==> src/rtl/crtc_pkg.sv <==
// Constants of the calendar clock with alarms and stopwatch
package crtc_pkg;

    // ---------------------------------------------------------------
    // Clocks and rates
    // ---------------------------------------------------------------
    localparam int CORE_CLK_HZ = 40000000;
    localparam int CRYSTAL_HZ = 32768;
    localparam int TICK_HZ = 1;
    localparam int PRESCALE_DIV = CRYSTAL_HZ / TICK_HZ;

    // ---------------------------------------------------------------
    // Register bus
    // ---------------------------------------------------------------
    localparam int ADDR_W = 8;
    localparam int DATA_W = 32;
    localparam logic [7:0] OFF_TIME = 8'h00;
    localparam logic [7:0] OFF_ALARM_TOD = 8'h04;
    localparam logic [7:0] OFF_ALARM_DAY = 8'h08;
    localparam logic [7:0] OFF_STOPWATCH = 8'h0C;
    localparam logic [7:0] OFF_INT_ENABLE = 8'h10;
    localparam logic [7:0] OFF_INT_STATUS = 8'h14;

    // ---------------------------------------------------------------
    // Time word layout
    // ---------------------------------------------------------------
    localparam int SEC_W = 6;
    localparam int MIN_W = 6;
    localparam int HOUR_W = 5;
    localparam int DAY_W = 15;
    localparam int SEC_LSB = 0;
    localparam int MIN_LSB = 6;
    localparam int HOUR_LSB = 12;
    localparam int DAY_LSB = 17;
    localparam int TOD_BITS = 17;
    localparam int SEC_MOD = 60;
    localparam int MIN_MOD = 60;
    localparam int HOUR_MOD = 24;
    localparam int DAY_MOD = 32768;
    localparam int SW_W = 32;

    // ---------------------------------------------------------------
    // Interrupt bits
    // ---------------------------------------------------------------
    localparam int INT_SEC = 0;
    localparam int INT_MIN = 1;
    localparam int INT_HOUR = 2;
    localparam int INT_DAY = 3;
    localparam int INT_ALM_TOD = 4;
    localparam int INT_ALM_DAY = 5;
    localparam int INT_SW = 6;
    localparam int INT_COUNT = 7;
    localparam int SW_RUN_BIT = 7;

    // ---------------------------------------------------------------
    // Reset values
    // ---------------------------------------------------------------
    localparam logic [31:0] RST_WORD = 32'h00000000;
    localparam logic [6:0] RST_INT = 7'h00;

    typedef enum logic [0:0] {
        CRTC_SW_IDLE = 1'b0,
        CRTC_SW_RUN = 1'b1
    } crtc_sw_state_t;

endpackage

==> src/rtl/crtc_counter.sv <==
// Wrapping time counter with synchronous load
`timescale 1ns/1ps
`default_nettype none
module crtc_counter #(
    parameter int WIDTH = 6,
    parameter int MODULUS = 60
) (
    input wire logic core_clk,
    input wire logic srst,
    input wire logic ce,
    input wire logic step,
    input wire logic load,
    input wire logic [WIDTH-1:0] loadValue,
    output logic [WIDTH-1:0] value,
    output logic wrap
);

    // ---------------------------------------------------------------
    // Parameter check
    // ---------------------------------------------------------------
    if (MODULUS < 2 || MODULUS > (1 << WIDTH)) begin : g_bad_modulus
        $error("crtc_counter: modulus does not fit the width");
    end

    localparam logic [WIDTH-1:0] LAST = WIDTH'(MODULUS - 1);

    logic [WIDTH-1:0] countQ, countD;

    // Out of range loads wrap on the next step
    always_comb begin
        wrap = step && !load && (countQ >= LAST);
        countD = countQ;
        if (load) begin
            countD = loadValue;
        end else if (step) begin
            countD = wrap ? '0 : WIDTH'(countQ + 1'b1);
        end
    end

    always_ff @(posedge core_clk) begin
        if (srst) begin
            countQ <= '0;
        end else if (ce) begin
            countQ <= countD;
        end
    end

    assign value = countQ;

endmodule // crtc_counter
`default_nettype wire

==> src/rtl/crtc_top.sv <==
// Calendar clock: prescaler, time counters, alarms, stopwatch, interrupts
`timescale 1ns/1ps
`default_nettype none
module crtc_top #(
    parameter int PRESCALE_DIV = crtc_pkg::PRESCALE_DIV
) (
    input wire logic core_clk,
    input wire logic srst,
    input wire logic ce,
    input wire logic crystalInPin,
    output logic crystalOutPin,
    input wire logic [crtc_pkg::ADDR_W-1:0] regAddr,
    input wire logic [crtc_pkg::DATA_W-1:0] regWrData,
    input wire logic regWrite,
    input wire logic regRead,
    output logic [crtc_pkg::DATA_W-1:0] regRdData,
    output logic calibrationTickOut,
    output logic irq
);

    // ---------------------------------------------------------------
    // Parameter check
    // ---------------------------------------------------------------
    localparam int PW = (PRESCALE_DIV > 2) ? $clog2(PRESCALE_DIV) : 1;
    localparam logic [PW-1:0] PRESC_LAST = PW'(PRESCALE_DIV - 1);
    localparam logic [PW-1:0] PRESC_HALF = PW'(PRESCALE_DIV / 2);

    if (PRESCALE_DIV < 2 || (PRESCALE_DIV & (PRESCALE_DIV - 1)) != 0)
    begin : g_bad_div
        $error("crtc_top: prescale divider must be a power of two");
    end

    // ---------------------------------------------------------------
    // Bus decode
    // ---------------------------------------------------------------
    logic timeWrite, todWrite, dayWrite, swWrite, enWrite, stWrite;

    always_comb begin
        timeWrite = ce && regWrite && (regAddr == crtc_pkg::OFF_TIME);
        todWrite = ce && regWrite && (regAddr == crtc_pkg::OFF_ALARM_TOD);
        dayWrite = ce && regWrite && (regAddr == crtc_pkg::OFF_ALARM_DAY);
        swWrite = ce && regWrite && (regAddr == crtc_pkg::OFF_STOPWATCH);
        enWrite = ce && regWrite && (regAddr == crtc_pkg::OFF_INT_ENABLE);
        stWrite = ce && regWrite && (regAddr == crtc_pkg::OFF_INT_STATUS);
    end

    // ---------------------------------------------------------------
    // Prescaler
    // ---------------------------------------------------------------
    logic [PW-1:0] prescQ, prescD;
    logic crystalPrevQ, crystalPrevD;
    logic crystalOutQ, crystalOutD;
    logic calQ, calD;
    logic tick;

    // No sleep input gates this path; only ce freezes it
    always_comb begin
        crystalPrevD = crystalInPin;
        crystalOutD = ~crystalInPin;
        calD = prescQ[PW-1];
        tick = ce && crystalInPin && !crystalPrevQ
            && (prescQ == PRESC_LAST);
        prescD = prescQ;
        if (timeWrite) begin
            prescD = '0;
        end else if (crystalInPin && !crystalPrevQ) begin
            prescD = PW'(prescQ + 1'b1);
        end
    end

    always_ff @(posedge core_clk) begin
        if (srst) begin
            prescQ <= '0;
            crystalPrevQ <= 1'b0;
            crystalOutQ <= 1'b1;
            calQ <= 1'b0;
        end else if (ce) begin
            prescQ <= prescD;
            crystalPrevQ <= crystalPrevD;
            crystalOutQ <= crystalOutD;
            calQ <= calD;
        end
    end

    assign crystalOutPin = crystalOutQ;
    assign calibrationTickOut = calQ;

    // ---------------------------------------------------------------
    // Time counters
    // ---------------------------------------------------------------
    logic [crtc_pkg::SEC_W-1:0] secValue;
    logic [crtc_pkg::MIN_W-1:0] minValue;
    logic [crtc_pkg::HOUR_W-1:0] hourValue;
    logic [crtc_pkg::DAY_W-1:0] dayValue;
    logic secWrap, minWrap, hourWrap;
    logic [31:0] timeWord;

    crtc_counter #(.WIDTH(crtc_pkg::SEC_W), .MODULUS(crtc_pkg::SEC_MOD))
    u_sec (
        .core_clk(core_clk), .srst(srst), .ce(ce),
        .step(tick),
        .load(timeWrite),
        .loadValue(regWrData[crtc_pkg::SEC_LSB +: crtc_pkg::SEC_W]),
        .value(secValue), .wrap(secWrap)
    );

    crtc_counter #(.WIDTH(crtc_pkg::MIN_W), .MODULUS(crtc_pkg::MIN_MOD))
    u_min (
        .core_clk(core_clk), .srst(srst), .ce(ce),
        .step(secWrap),
        .load(timeWrite),
        .loadValue(regWrData[crtc_pkg::MIN_LSB +: crtc_pkg::MIN_W]),
        .value(minValue), .wrap(minWrap)
    );

    crtc_counter #(.WIDTH(crtc_pkg::HOUR_W), .MODULUS(crtc_pkg::HOUR_MOD))
    u_hour (
        .core_clk(core_clk), .srst(srst), .ce(ce),
        .step(minWrap),
        .load(timeWrite),
        .loadValue(regWrData[crtc_pkg::HOUR_LSB +: crtc_pkg::HOUR_W]),
        .value(hourValue), .wrap(hourWrap)
    );

    crtc_counter #(.WIDTH(crtc_pkg::DAY_W), .MODULUS(crtc_pkg::DAY_MOD))
    u_day (
        .core_clk(core_clk), .srst(srst), .ce(ce),
        .step(hourWrap),
        .load(timeWrite),
        .loadValue(regWrData[crtc_pkg::DAY_LSB +: crtc_pkg::DAY_W]),
        .value(dayValue), .wrap()
    );

    assign timeWord = {dayValue, hourValue, minValue, secValue};

    // ---------------------------------------------------------------
    // Alarms, stopwatch and control registers
    // ---------------------------------------------------------------
    logic [31:0] almTodQ, almTodD, almDayQ, almDayD;
    logic [crtc_pkg::SW_W-1:0] swQ, swD;
    crtc_pkg::crtc_sw_state_t swStateQ, swStateD;
    logic [crtc_pkg::INT_COUNT-1:0] enableQ, enableD, statusQ, statusD;
    logic [crtc_pkg::INT_COUNT-1:0] events, clearMask;
    logic timeChangedQ, timeChangedD;
    logic todMatch, dayMatch, swUnder;

    always_comb begin
        almTodD = todWrite ? regWrData : almTodQ;
        almDayD = dayWrite ? regWrData : almDayQ;
        enableD = enWrite ? regWrData[crtc_pkg::INT_COUNT-1:0] : enableQ;
        timeChangedD = tick || timeWrite;
        todMatch = timeWord[crtc_pkg::TOD_BITS-1:0]
            == almTodQ[crtc_pkg::TOD_BITS-1:0];
        dayMatch = timeWord == almDayQ;
        swUnder = 1'b0;
        swD = swQ;
        swStateD = swStateQ;
        if (swWrite) begin
            swD = regWrData[crtc_pkg::SW_W-1:0];
            swStateD = crtc_pkg::CRTC_SW_RUN;
        end else begin
            case (swStateQ)
                crtc_pkg::CRTC_SW_RUN: begin
                    if (tick && swQ == '0) begin
                        swUnder = 1'b1;
                        swStateD = crtc_pkg::CRTC_SW_IDLE;
                    end else if (tick) begin
                        swD = crtc_pkg::SW_W'(swQ - 1'b1);
                    end
                end
                crtc_pkg::CRTC_SW_IDLE: begin
                    swStateD = crtc_pkg::CRTC_SW_IDLE;
                end
                default: begin
                    swStateD = crtc_pkg::CRTC_SW_IDLE;
                end
            endcase
        end
        events = '0;
        events[crtc_pkg::INT_SEC] = tick;
        events[crtc_pkg::INT_MIN] = secWrap;
        events[crtc_pkg::INT_HOUR] = minWrap;
        events[crtc_pkg::INT_DAY] = hourWrap;
        events[crtc_pkg::INT_ALM_TOD] = timeChangedQ && todMatch;
        events[crtc_pkg::INT_ALM_DAY] = timeChangedQ && dayMatch;
        events[crtc_pkg::INT_SW] = swUnder;
        clearMask = stWrite ? regWrData[crtc_pkg::INT_COUNT-1:0] : '0;
        statusD = (statusQ & ~clearMask) | events;
    end

    always_ff @(posedge core_clk) begin
        if (srst) begin
            almTodQ <= crtc_pkg::RST_WORD;
            almDayQ <= crtc_pkg::RST_WORD;
            swQ <= '0;
            swStateQ <= crtc_pkg::CRTC_SW_IDLE;
            enableQ <= crtc_pkg::RST_INT;
            statusQ <= crtc_pkg::RST_INT;
            timeChangedQ <= 1'b0;
        end else if (ce) begin
            almTodQ <= almTodD;
            almDayQ <= almDayD;
            swQ <= swD;
            swStateQ <= swStateD;
            enableQ <= enableD;
            statusQ <= statusD;
            timeChangedQ <= timeChangedD;
        end
    end

    assign irq = |(statusQ & enableQ);

    // ---------------------------------------------------------------
    // Read port
    // ---------------------------------------------------------------
    logic [31:0] rdQ, rdD;

    always_comb begin
        rdD = '0;
        if (regRead) begin
            case (regAddr)
                crtc_pkg::OFF_TIME: rdD = timeWord;
                crtc_pkg::OFF_ALARM_TOD: rdD = almTodQ;
                crtc_pkg::OFF_ALARM_DAY: rdD = almDayQ;
                crtc_pkg::OFF_STOPWATCH: rdD = swQ;
                crtc_pkg::OFF_INT_ENABLE: rdD[6:0] = enableQ;
                crtc_pkg::OFF_INT_STATUS: begin
                    rdD[6:0] = statusQ;
                    rdD[crtc_pkg::SW_RUN_BIT] =
                        (swStateQ == crtc_pkg::CRTC_SW_RUN);
                end
                default: rdD = '0;
            endcase
        end
    end

    always_ff @(posedge core_clk) begin
        if (srst) begin
            rdQ <= '0;
        end else if (ce) begin
            rdQ <= rdD;
        end
    end

    assign regRdData = rdQ;
endmodule // crtc_top
`default_nettype wire

==> config.mk <==
export PLATFORM = sky130hd
export DESIGN_NAME = crtc_top
export DESIGN_NICKNAME = d
export VERILOG_FILES = /design/src/rtl/crtc_pkg.sv /design/src/rtl/crtc_counter.sv /design/src/rtl/crtc_top.sv
export SDC_FILE = /design/constraint.sdc
export NUM_CORES = 1
export LEC_CHECK = 0
export BUFFER_PORTS_ARGS = -buffer_cell sky130_fd_sc_hd__buf_2
export CAP_MARGIN = 25
export CORE_MARGIN = 2
export CORE_UTILIZATION = 38
export DETAILED_ROUTE_END_ITERATION = 7
export PLACE_DENSITY = 0.57
export SLEW_MARGIN = 20
export SYNTH_ARGS = -nofsm -noshare
export SYNTH_HDL_FRONTEND = slang
export SYNTH_SLANG_ARGS = --single-unit
==> constraint.sdc <==
create_clock -name core_clk -period 3.01 [get_ports core_clk]
set_input_delay 0.1505 -clock core_clk [delete_from_list [all_inputs] [get_ports core_clk]]
set_output_delay 0.1505 -clock core_clk [all_outputs]
set_load 0.01 [all_outputs]
# == Word level (Yosys, flattened, before mapping) ==
# Cells that the tools add are included.
# Widths: inputs -> output; s select.
# word_totals
reg_bits,194
input_bits,46
out_inout_bits,35
wordCells,114
# classes
n_addsub,6
magnitude_cmp,4
eq_ne,9
muxes,29
n_bitwise,6
reduce_logical,44
# op_table
cell,n
$mux 32,5
$pmux 24 s4,1
$mux 15,5
$pmux 7 s6,1
$mux 6,6
$eq 32x32->1,1
$logic_not 32->1,1
$sub 32x1->32 const B,1
$add 15x1->15 const B,2
$logic_and 1x1->1,22
$eq 17x17->1,1
$eq 8x4->1 const B,2
$eq 8x5->1 const B,2
$reduce_and 2->1,8
$eq 15x15->1 const B,1
$ge 15x15->1 const B,1
$mux 5,3
$and 7x7->7,2
$reduce_bool 2->1,7
$add 6x1->6 const B,2
$ge 6x6->1 const B,2
$eq 8x3->1 const B,1
$logic_not 8->1,1
$mux 7,1
13 further kinds,19

# == Longest topological paths before layout ==
# Gate-level depths: netlist of the first run.
# logic_depth
ltp_word,14
ltp_mapped,9
mapped_depth_nobuf,8

# == By module ==
# A second synthesis of the first run with hierarchy kept.
# hier_totals
hier_cells,1242
hier_area_um2,10259.8
# by_module_without_submodules
module,instances,cells_each,area_each_um2,seq_area_each_um2
crtc_top,1,977,7985.2,3243.1
crtc_counter (u_day),1,128,1026.0,300.3
crtc_counter (u_min ...),2,50,447.9,120.1
crtc_counter (u_hour),1,37,352.8,100.1

# == Worst setup path after synthesis of the first run ==
# No wires, ideal clock.
# synth_path
path_kind,register to register
startpoint,register swQ[17] (netlist bit)
endpoint,register swQ[19] (netlist bit)
setup_ns,0.086
arrival_time_ns,2.179
required_ns,2.924
slack_ns,0.745
stages_incl_launch_ff,8
n_path_buf,1
period_less_slack_ns,2.265
cell_sequence,dfxtp_1 or4_4 or4_4 nor4_4 buf_6 nor4_1 xnor2_1 a211oi_1
# synth_via
elab_chain_len,5
word_cells_on_any_way,9
classes_between,1 x add/sub; 1 x eq/ne; 4 x mux; 3 x reduce/logical
# synth_lines
element,line_no,text
"start, declared",crtc_top.sv:140,"logic [crtc_pkg::SW_W-1:0] swQ, swD;"
"start signal, assigned",crtc_top.sv:203,swQ <= swD;
$sub 32x1->32,crtc_top.sv:168,swD = crtc_pkg::SW_W'(swQ - 1'b1);
$mux 32,crtc_top.sv:167,end else if (tick) begin
$mux 32,crtc_top.sv:164,if (tick && swQ == '0) begin
$mux 32,crtc_top.sv:162,case (swStateQ)
$mux 32,crtc_top.sv:158,if (swWrite) begin
# Parallel ways exist; a longest one is shown, timed or not. The select of a mux whose other input is x is not followed.
# A chain may end at the register's enable or synchronous reset.

# == Final worst setup path of the first run ==
# layout_path
startpoint,register u_min.countQ[0] (netlist: u_min.value[0])
endpoint,register u_hour.countQ[2] (netlist: u_hour.value[2])
# layout_via
elab_chain_len,7
word_cells_on_any_way,9
classes_between,1 x order compare; 3 x mux; 5 x reduce/logical
# layout_lines
element,line_no,text
"start, declared",crtc_counter.sv:27,"logic [WIDTH-1:0] countQ, countD;"
"start signal, assigned",crtc_counter.sv:44,countQ <= countD;
$ge 6x6->1 *,crtc_counter.sv:31,wrap = step && !load && (countQ >= LAST);
$logic_and 1x1->1 *,crtc_counter.sv:31,
$logic_and 1x1->1 (2 in a row),crtc_counter.sv:31,
$mux 5,crtc_counter.sv:36,countD = wrap ? '0 : WIDTH'(countQ + 1'b1);
$mux 5,crtc_counter.sv:35,end else if (step) begin
$mux 5,crtc_counter.sv:33,if (load) begin
"end signal, assigned",crtc_counter.sv:44,
"end, declared",crtc_counter.sv:27,
# Mark *: on every way between the ends. The rest lies on a longest branch, timed or not. The select of a mux whose other input is x is not followed.

==> results of run 1 <==
==> report_power, final <==
| group | leakage (nW) | total, mW | internal (mW) | switching (mW) |
|---|---|---|---|---|
| clock | 0.295 | 2.33 | 1.14 | 1.19 |
| combinational | 2.55 | 0.246 | 0.0876 | 0.158 |
| sequential | 1.56 | 2.58 | 2.57 | 0.00802 |
| total | 4.41 | 5.16 | 3.80 | 1.36 |
==> metrics by stage <==
step / hold slack, ns / cell area, sq um / utilization / power [mW]
floorplan: 0.259 / 10000 / - / 2.75
global placement: 0.429 / 10800 / 0.415 / 2.86
detailed placement: 0.436 / 10800 / 0.415 / 2.86
CTS: 0.0000988 / 11700 / 0.449 / 5.20
global route: 0.0117 / 11700 / 0.449 / 5.32
finish: 0.00685 / 11700 / 0.449 / 5.16
==> cells by family (layout without fill, tap and decap cells) <==
kind of cell | Yosys count | after routing | share of synthesized area
buf+inv | 114 | 197 | 0.0439
mux | 45 | 45 | 0.0466
compound gates | 294 | 294 | 0.188
simple gates | 513 | 513 | 0.246
flops | 194 | 194 | 0.388
xor+xnor | 91 | 91 | 0.0796
fa+ha+maj | 6 | 6 | 0.00750
==> routing by layer <==
| layer | wire length [um] | share of wire | vias to the layer above |
|---|---|---|---|
| li1 | - | - | 4623 |
| met4 | 881 | 0.026 | 0 |
| met2 | 15700 | 0.46 | 330 |
| met5 | 0 | 0 | - |
| met1 | 14900 | 0.44 | 4524 |
| met3 | 2360 | 0.070 | 52 |
==> how the worst max path moves through the flow <==
stage               depth (start not counted)                           end                         from
finish                                      6  u_hour.value[2]$_SDFFE_PP0P_  u_min.value[0]$_SDFFE_PP0P_
global route                                6  u_hour.value[2]$_SDFFE_PP0P_  u_min.value[0]$_SDFFE_PP0P_
CTS                                         6  u_hour.value[2]$_SDFFE_PP0P_  u_min.value[0]$_SDFFE_PP0P_
detailed placement                          6  u_hour.value[2]$_SDFFE_PP0P_  u_min.value[0]$_SDFFE_PP0P_
global placement                            6  u_hour.value[2]$_SDFFE_PP0P_  u_min.value[0]$_SDFFE_PP0P_
floorplan                                   7          swQ[19]$_SDFFE_PP0P_         swQ[17]$_SDFFE_PP0P_
==> state kept, by name (all words and copies together), names as in the netlist, 5 cells and up <==
signal / count
u_sec.value: 6
u_hour.value: 5
almTodQ: 32
u_day.value: 15
enableQ: 7
swQ: 32
almDayQ: 32
regRdData: 32
u_min.value: 6
prescQ: 15
statusQ: 7
==> what timing repair did <==
action | 4_1_cts | 5_1_grt
buffers inserted | 0 | 0
hold endpoints to repair | 54 | 0
hold buffers | 28 | 0
==> synth_stat cells, types with 3 or more instances <==
| cell type | count | area share |
|---|---|---|
| mux2i_1 | 35 | 0.035 |
| clkbuf_1 | 88 | 0.033 |
| and3_1 | 9 | 0.0056 |
| a21oi_1 | 98 | 0.049 |
| xnor2_1 | 34 | 0.030 |
| a221oi_1 | 19 | 0.017 |
| a31oi_1 | 10 | 0.0063 |
| o32ai_1 | 5 | 0.0044 |
| dfxtp_1 | 194 | 0.39 |
| buf_1 | 6 | 0.0023 |
| nand2_1 | 206 | 0.077 |
| buf_2 | 3 | 0.0015 |
| and2_1 | 9 | 0.0056 |
| nand2b_1 | 10 | 0.0063 |
| nor3_1 | 41 | 0.021 |
| nor2b_1 | 6 | 0.0038 |
| or4_1 | 5 | 0.0038 |
| ha_1 | 6 | 0.0075 |
| or2_2 | 3 | 0.0019 |
| xor2_1 | 57 | 0.050 |
| o21bai_1 | 6 | 0.0045 |
| a22oi_1 | 7 | 0.0053 |
| inv_1 | 16 | 0.0060 |
| o22ai_1 | 3 | 0.0019 |
| nand3_1 | 27 | 0.014 |
| nand4_1 | 19 | 0.012 |
| o31a_1 | 5 | 0.0044 |
| nor2_1 | 111 | 0.042 |
| nor4_4 | 3 | 0.0064 |
| a41oi_1 | 3 | 0.0026 |
| o21ai_0 | 64 | 0.032 |
| nand3b_1 | 5 | 0.0038 |
| a211oi_1 | 43 | 0.032 |
| nor3b_1 | 8 | 0.0060 |
| mux2_2 | 9 | 0.010 |
| a222oi_1 | 10 | 0.010 |
| nor4_1 | 24 | 0.015 |
| nand4b_1 | 4 | 0.0035 |
| or3_1 | 9 | 0.0056 |
| and4_1 | 5 | 0.0044 |
==> cells in the final DEF (no fill, tap or decap), types with 10 or more instances in the layout <==
master         instances
a31oi_1               10
o21ai_0               64
nor4_1                24
nand2b_1              10
a211oi_1              43
a221oi_1              19
nand4_1               19
xnor2_1               34
inv_1                 16
mux2i_1               35
nand2_1              205
clkbuf_16             17
nand3_1               27
nor2_1               110
buf_2                 79
dfxtp_1              194
dlygate4sd3_1         28
buf_4                 41
nor3_1                41
a21oi_1               98
a222oi_1              10
xor2_1                57
==> layout make-up <==
cell class                      count  share of cell area
Sequential cell                   194               0.333
Inverter                           16             0.00515
Clock inverter                     14              0.0146
Tap cell                          335              0.0359
Multi-Input combinational cell    949               0.488
Clock buffer                       18              0.0376
Timing Repair Buffer              149              0.0860
==> tightest hold or removal path, delay by kind of cell <==
family          cells  cell delay [ns]
compound gates      1             0.05
buf+inv             1             0.14
simple gates        1             0.06
==> flow_summary.json, run 1 <==
{
  "dr.pass1.iters": 5,
  "final_hold_viol_count": 0,
  "hp-class": "in -> reg",
  "hold_start": "regWrData[4]",
  "synth-seq-cells": 194,
  "r2r_start": "u_min.value[0]$_SDFFE_PP0P_",
  "period_share": 0.898,
  "max_clock_freq_mhz": 370,
  "whs_path_depth": 3,
  "synth_edf_count": 0,
  "max_slew_margin": 0.265,
  "cts_resized": 0,
  "status": "completed",
  "antenna_found_initial": 0,
  "yosys_warnings": 0,
  "dieWidth_um": 166,
  "syn-instance-count": 1257,
  "top_usage_layer": "met2",
  "report.final.slew_viol_count": 0,
  "cp_max_fo": 10,
  "final.fill_count": 2660,
  "ys.flop_type": "dfxtp_1",
  "wl_per_cell_um": 20.2,
  "drive_gt1_frac": 0.135,
  "path_class": "reg -> reg",
  "syn2layout_area_growth_pct": 16.6,
  "nets": 1379,
  "timing.rr.end": "u_hour.value[2]$_SDFFE_PP0P_",
  "wl_um": 33900,
  "cts_buffers": 17,
  "dr.first_iter.drc_count": 835,
  "drc": 0,
  "cts_root_buf": "clkbuf_16",
  "diodes": 0,
  "finalCriticalPeriod_ns": 2.70,
  "setup-tns-final_ns": 0,
  "vias_per_cell": 5.69,
  "slowest_delay_ns": 0.59,
  "cp_data_arrival_time_ns": 3.08,
  "syn-mean-instance-area_sq_um": 7.96,
  "core-area_sq_um": 26000,
  "cts_sinks": 194,
  "dp_cells": 1615,
  "worstRegToRegCells": 6,
  "post-place-ws_ns": 0.375,
  "worstSetupEndpointType": "flip-flop",
  "cp_data_required_time_ns": 3.38,
  "crit_family": "simple AND/OR/NAND/NOR gates",
  "holdPathEnd": "almDayQ[4]$_SDFFE_PP0P_",
  "grt_max_degree": 58,
  "fin_ws_ns": 0.307,
  "yosysSeqAreaShare": 0.388,
  "die-area_sq_um": 27600,
  "grtUsageMet3": 0.0446,
  "die_h_um": 166,
  "power.leakage_nw": 4.41,
  "multi_input_area_sq_um": 5690,
  "syn_area_sq_um": 10000,
  "insertion_delay_ns": 0.45,
  "num_vias": 9529,
  "grt_pass1_vias": 8879,
  "start_kind": "flip-flop",
  "crit_buf_inv": 0,
  "io_buffers": 80,
  "ant_nets": 0,
  "cap_violations": 0,
  "htree_levels": 4,
  "syn_nets": 1309,
  "detailed_place_hpwl_um": 23900,
  "grt_use_met2": 0.398,
  "grt_use_met1": 0.326,
  "synth.distinct_cells": 63,
  "path_clk_slew_ns": 0.08,
  "seqCellArea_sq_um": 3880,
  "peakVddDrop_mv": 0.391,
  "clk_path_buf_depth": 2,
  "ios": 81,
  "reg2reg_setup_slack_ns": 0.31,
  "gp_congestion": 0.856,
  "rsz0062_at_grt": "false",
  "tightest_slew_ns": 1.10,
  "tritoncts": "yes",
  "worstPathCellList": "ha_1 > o2111a_1 > nand4_1 > or4b_1 > and3_1 > nor3_1",
  "grt-ovfl-total": 0,
  "start_util": 0.385,
  "async_reset_ff_frac": 0,
  "setup_viol": 0,
  "grt_pass1_wl_um": 52600,
  "critical_path.slowest_cell": "or4b_1",
  "powerDensity_nw_per_um2": 442,
  "clock_skew_ns": 0.0203,
  "grt.total_usage": 0.243,
  "row_count": 59,
  "final_cells": 1675
}
Power figures use the tool's default switching activity.
==> inputs of run 2 (changes only) <==
--- a/config.mk
+++ b/config.mk
@@ -10,8 +10,10 @@
 export CORE_MARGIN = 2
 export CORE_UTILIZATION = 38
 export DETAILED_ROUTE_END_ITERATION = 7
+export HOLD_SLACK_MARGIN = 0.12
 export PLACE_DENSITY = 0.57
 export SLEW_MARGIN = 20
 export SYNTH_ARGS = -nofsm -noshare
 export SYNTH_HDL_FRONTEND = slang
 export SYNTH_SLANG_ARGS = --single-unit
+export TNS_END_PERCENT = 50
==> constraint.sdc (replaced) <==
create_clock -name core_clk -period 3.01 [get_ports core_clk]
set_input_delay 0.1505 -clock core_clk [delete_from_list [all_inputs] [get_ports core_clk]]
set_output_delay 0.1505 -clock core_clk [all_outputs]
set_load 0.1 [all_outputs]
==> run 2 against run 1 <==
Die area did not move. Worst setup slack got worse by 0.0069 ns. Largest cell class unchanged. Critical endpoint unchanged. Flip-flop and latch count did not move. Register-to-register slack barely moved. Final area rose by 0.60%. Non-clock buffer count rose by 7. Clock-buffer cell count did not move. First-iteration DRC count fell by 0.84%. Via count barely moved. Highest routed layer unchanged. Critical path depth did not move.
==> flow_summary.json, run 2 (synthesis gave the netlist of run 1 again) <==
{
  "status": "completed",
  "switching_share": 0.264,
  "hp-class": "in -> reg",
  "tritoncts": "yes",
  "die_h_um": 166,
  "worstPathCellList": "ha_1 > o2111a_1 > nand4_1 > or4b_1 > and3_1 > nor3_1",
  "dp_cells": 1615,
  "nets": 1386,
  "clock_skew_ns": 0.0196,
  "path_clk_slew_ns": 0.08,
  "grt.total_usage": 0.244,
  "powerDensity_nw_per_um2": 441,
  "path_class": "reg -> reg",
  "clk_path_buf_depth": 2,
  "cp_data_arrival_time_ns": 3.08,
  "dieWidth_um": 166,
  "grtUsageMet3": 0.0446,
  "grt_use_met1": 0.326,
  "critical_path.slowest_cell": "or4b_1",
  "pwr-share-seq": 0.499,
  "insertion_delay_ns": 0.45,
  "cts_sinks": 194,
  "wl_per_cell_um": 20.2,
  "detailed_place_hpwl_um": 23900,
  "vias_per_cell": 5.67,
  "wl_um": 34000,
  "period_share": 0.900,
  "io_buffers": 80,
  "reg2reg_setup_slack_ns": 0.30,
  "final_cells": 1682,
  "rsz0062_at_grt": "false",
  "die-area_sq_um": 27600,
  "max_clock_freq_mhz": 369,
  "antenna_found_initial": 0,
  "r2r_start": "u_min.value[0]$_SDFFE_PP0P_",
  "top_usage_layer": "met2",
  "finalCriticalPeriod_ns": 2.71,
  "cp_max_fo": 10,
  "setup_viol": 0,
  "drive_gt1_frac": 0.134,
  "ios": 81,
  "clkPwrFrac": 0.451,
  "final_hold_viol_count": 0,
  "setup-tns-final_ns": 0,
  "core-area_sq_um": 26000,
  "start_kind": "flip-flop",
  "max_slew_margin": 0.257,
  "grt_use_met2": 0.401,
  "cts_resized": 0,
  "cts_setup_buffers": 0,
  "ant_nets": 0,
  "tightest_slew_ns": 1.11,
  "grt_pass1_vias": 8924,
  "grt_max_degree": 58,
  "mostFrequentLayoutCell": "nand2_1",
  "timing.rr.end": "u_hour.value[2]$_SDFFE_PP0P_",
  "diodes": 0,
  "switchingPower_mw": 1.36,
  "cts_hold_buffers": 35,
  "crit_family": "simple AND/OR/NAND/NOR gates",
  "dr.first_iter.drc_count": 828,
  "cp.depth": 6,
  "peakVddDrop_mv": 0.390,
  "cp_data_required_time_ns": 3.38,
  "worstSetupEndpointType": "flip-flop",
  "cap_violations": 0,
  "p_int_mw": 3.81,
  "start_util": 0.385,
  "total_power_mw": 5.17,
  "grt-ovfl-total": 0,
  "hold_start": "srst",
  "holdPathEnd": "calibrationTickOut$_SDFFE_PP0P_",
  "gp_congestion": 0.856,
  "worstRegToRegCells": 6,
  "htree_levels": 4,
  "drc": 0,
  "power_frac_comb": 0.050,
  "dr.pass1.iters": 5,
  "whs_path_depth": 2,
  "syn2layout_area_growth_pct": 17.3,
  "cts_root_buf": "clkbuf_16",
  "cts_buffers": 17,
  "slowest_delay_ns": 0.59,
  "row_count": 59,
  "crit_buf_inv": 0,
  "grt_pass1_wl_um": 52800,
  "num_vias": 9530,
  "report.final.slew_viol_count": 0,
  "power.leakage_nw": 4.44,
  "final_cell_mix": "205 x nand2_1, 194 x dfxtp_1, 110 x nor2_1"
}
==> run 2: cell count changes in the layout (fill, tap and decap cells not counted) <==
cell	change
dlygate4sd3_1	+7
==> run 2: layout make-up <==
type	count	area (sq um)
fillers	2655	14200
multi-input cells	949	5690
flip-flops and latches	194	3880
repair buffers	156	1070
clock buffers	18	439
well taps	335	419
clock inverters	14	170
inverters	16	60.1
==> run 2: worst max-delay path by stage <==
stage,start,endpoint,slack [ns]
6_report,u_min.value[0]$_SDFFE_PP0P_,u_hour.value[2]$_SDFFE_PP0P_,0.30
5_1_grt,u_min.value[0]$_SDFFE_PP0P_,u_hour.value[2]$_SDFFE_PP0P_,0.13
4_1_cts,u_min.value[0]$_SDFFE_PP0P_,u_hour.value[2]$_SDFFE_PP0P_,0.36
3_5_place_dp,u_min.value[0]$_SDFFE_PP0P_,u_hour.value[2]$_SDFFE_PP0P_,0.37
3_3_place_gp,u_min.value[0]$_SDFFE_PP0P_,u_hour.value[2]$_SDFFE_PP0P_,0.44
2_1_floorplan,swQ[17]$_SDFFE_PP0P_,swQ[19]$_SDFFE_PP0P_,0.75
==> run 2: layer usage <==
metal | share of wire | up-vias | wire [um]
li1 | - | 4635 | -
met4 | 0.027 | 0 | 915
met2 | 0.46 | 315 | 15700
met5 | 0 | - | 0
met1 | 0.44 | 4527 | 15100
met3 | 0.067 | 53 | 2270
==> run 2: per-stage QoR <==
step	setup slack (ns)	hold WS (ns)	utilization	cell area, sq um
4_1_cts	0.363	0.163	0.452	11700
3_3_place_gp	0.437	0.429	0.415	10800
2_1_floorplan	0.745	0.259	-	10000
6_report	0.300	0.154	0.452	11700
5_1_grt	0.132	0.200	0.452	11700
3_5_place_dp	0.375	0.436	0.415	10800
==> run 2: power by group through the flow <==
stage / clock [mW] / sequential (mW) / combinational, mW
floorplan: 0 / 2.64 / 0.111
detailed placement: 0 / 2.64 / 0.223
CTS: 2.38 / 2.58 / 0.258
finish: 2.33 / 2.58 / 0.258
global placement: 0 / 2.64 / 0.223
global route: 2.47 / 2.58 / 0.279
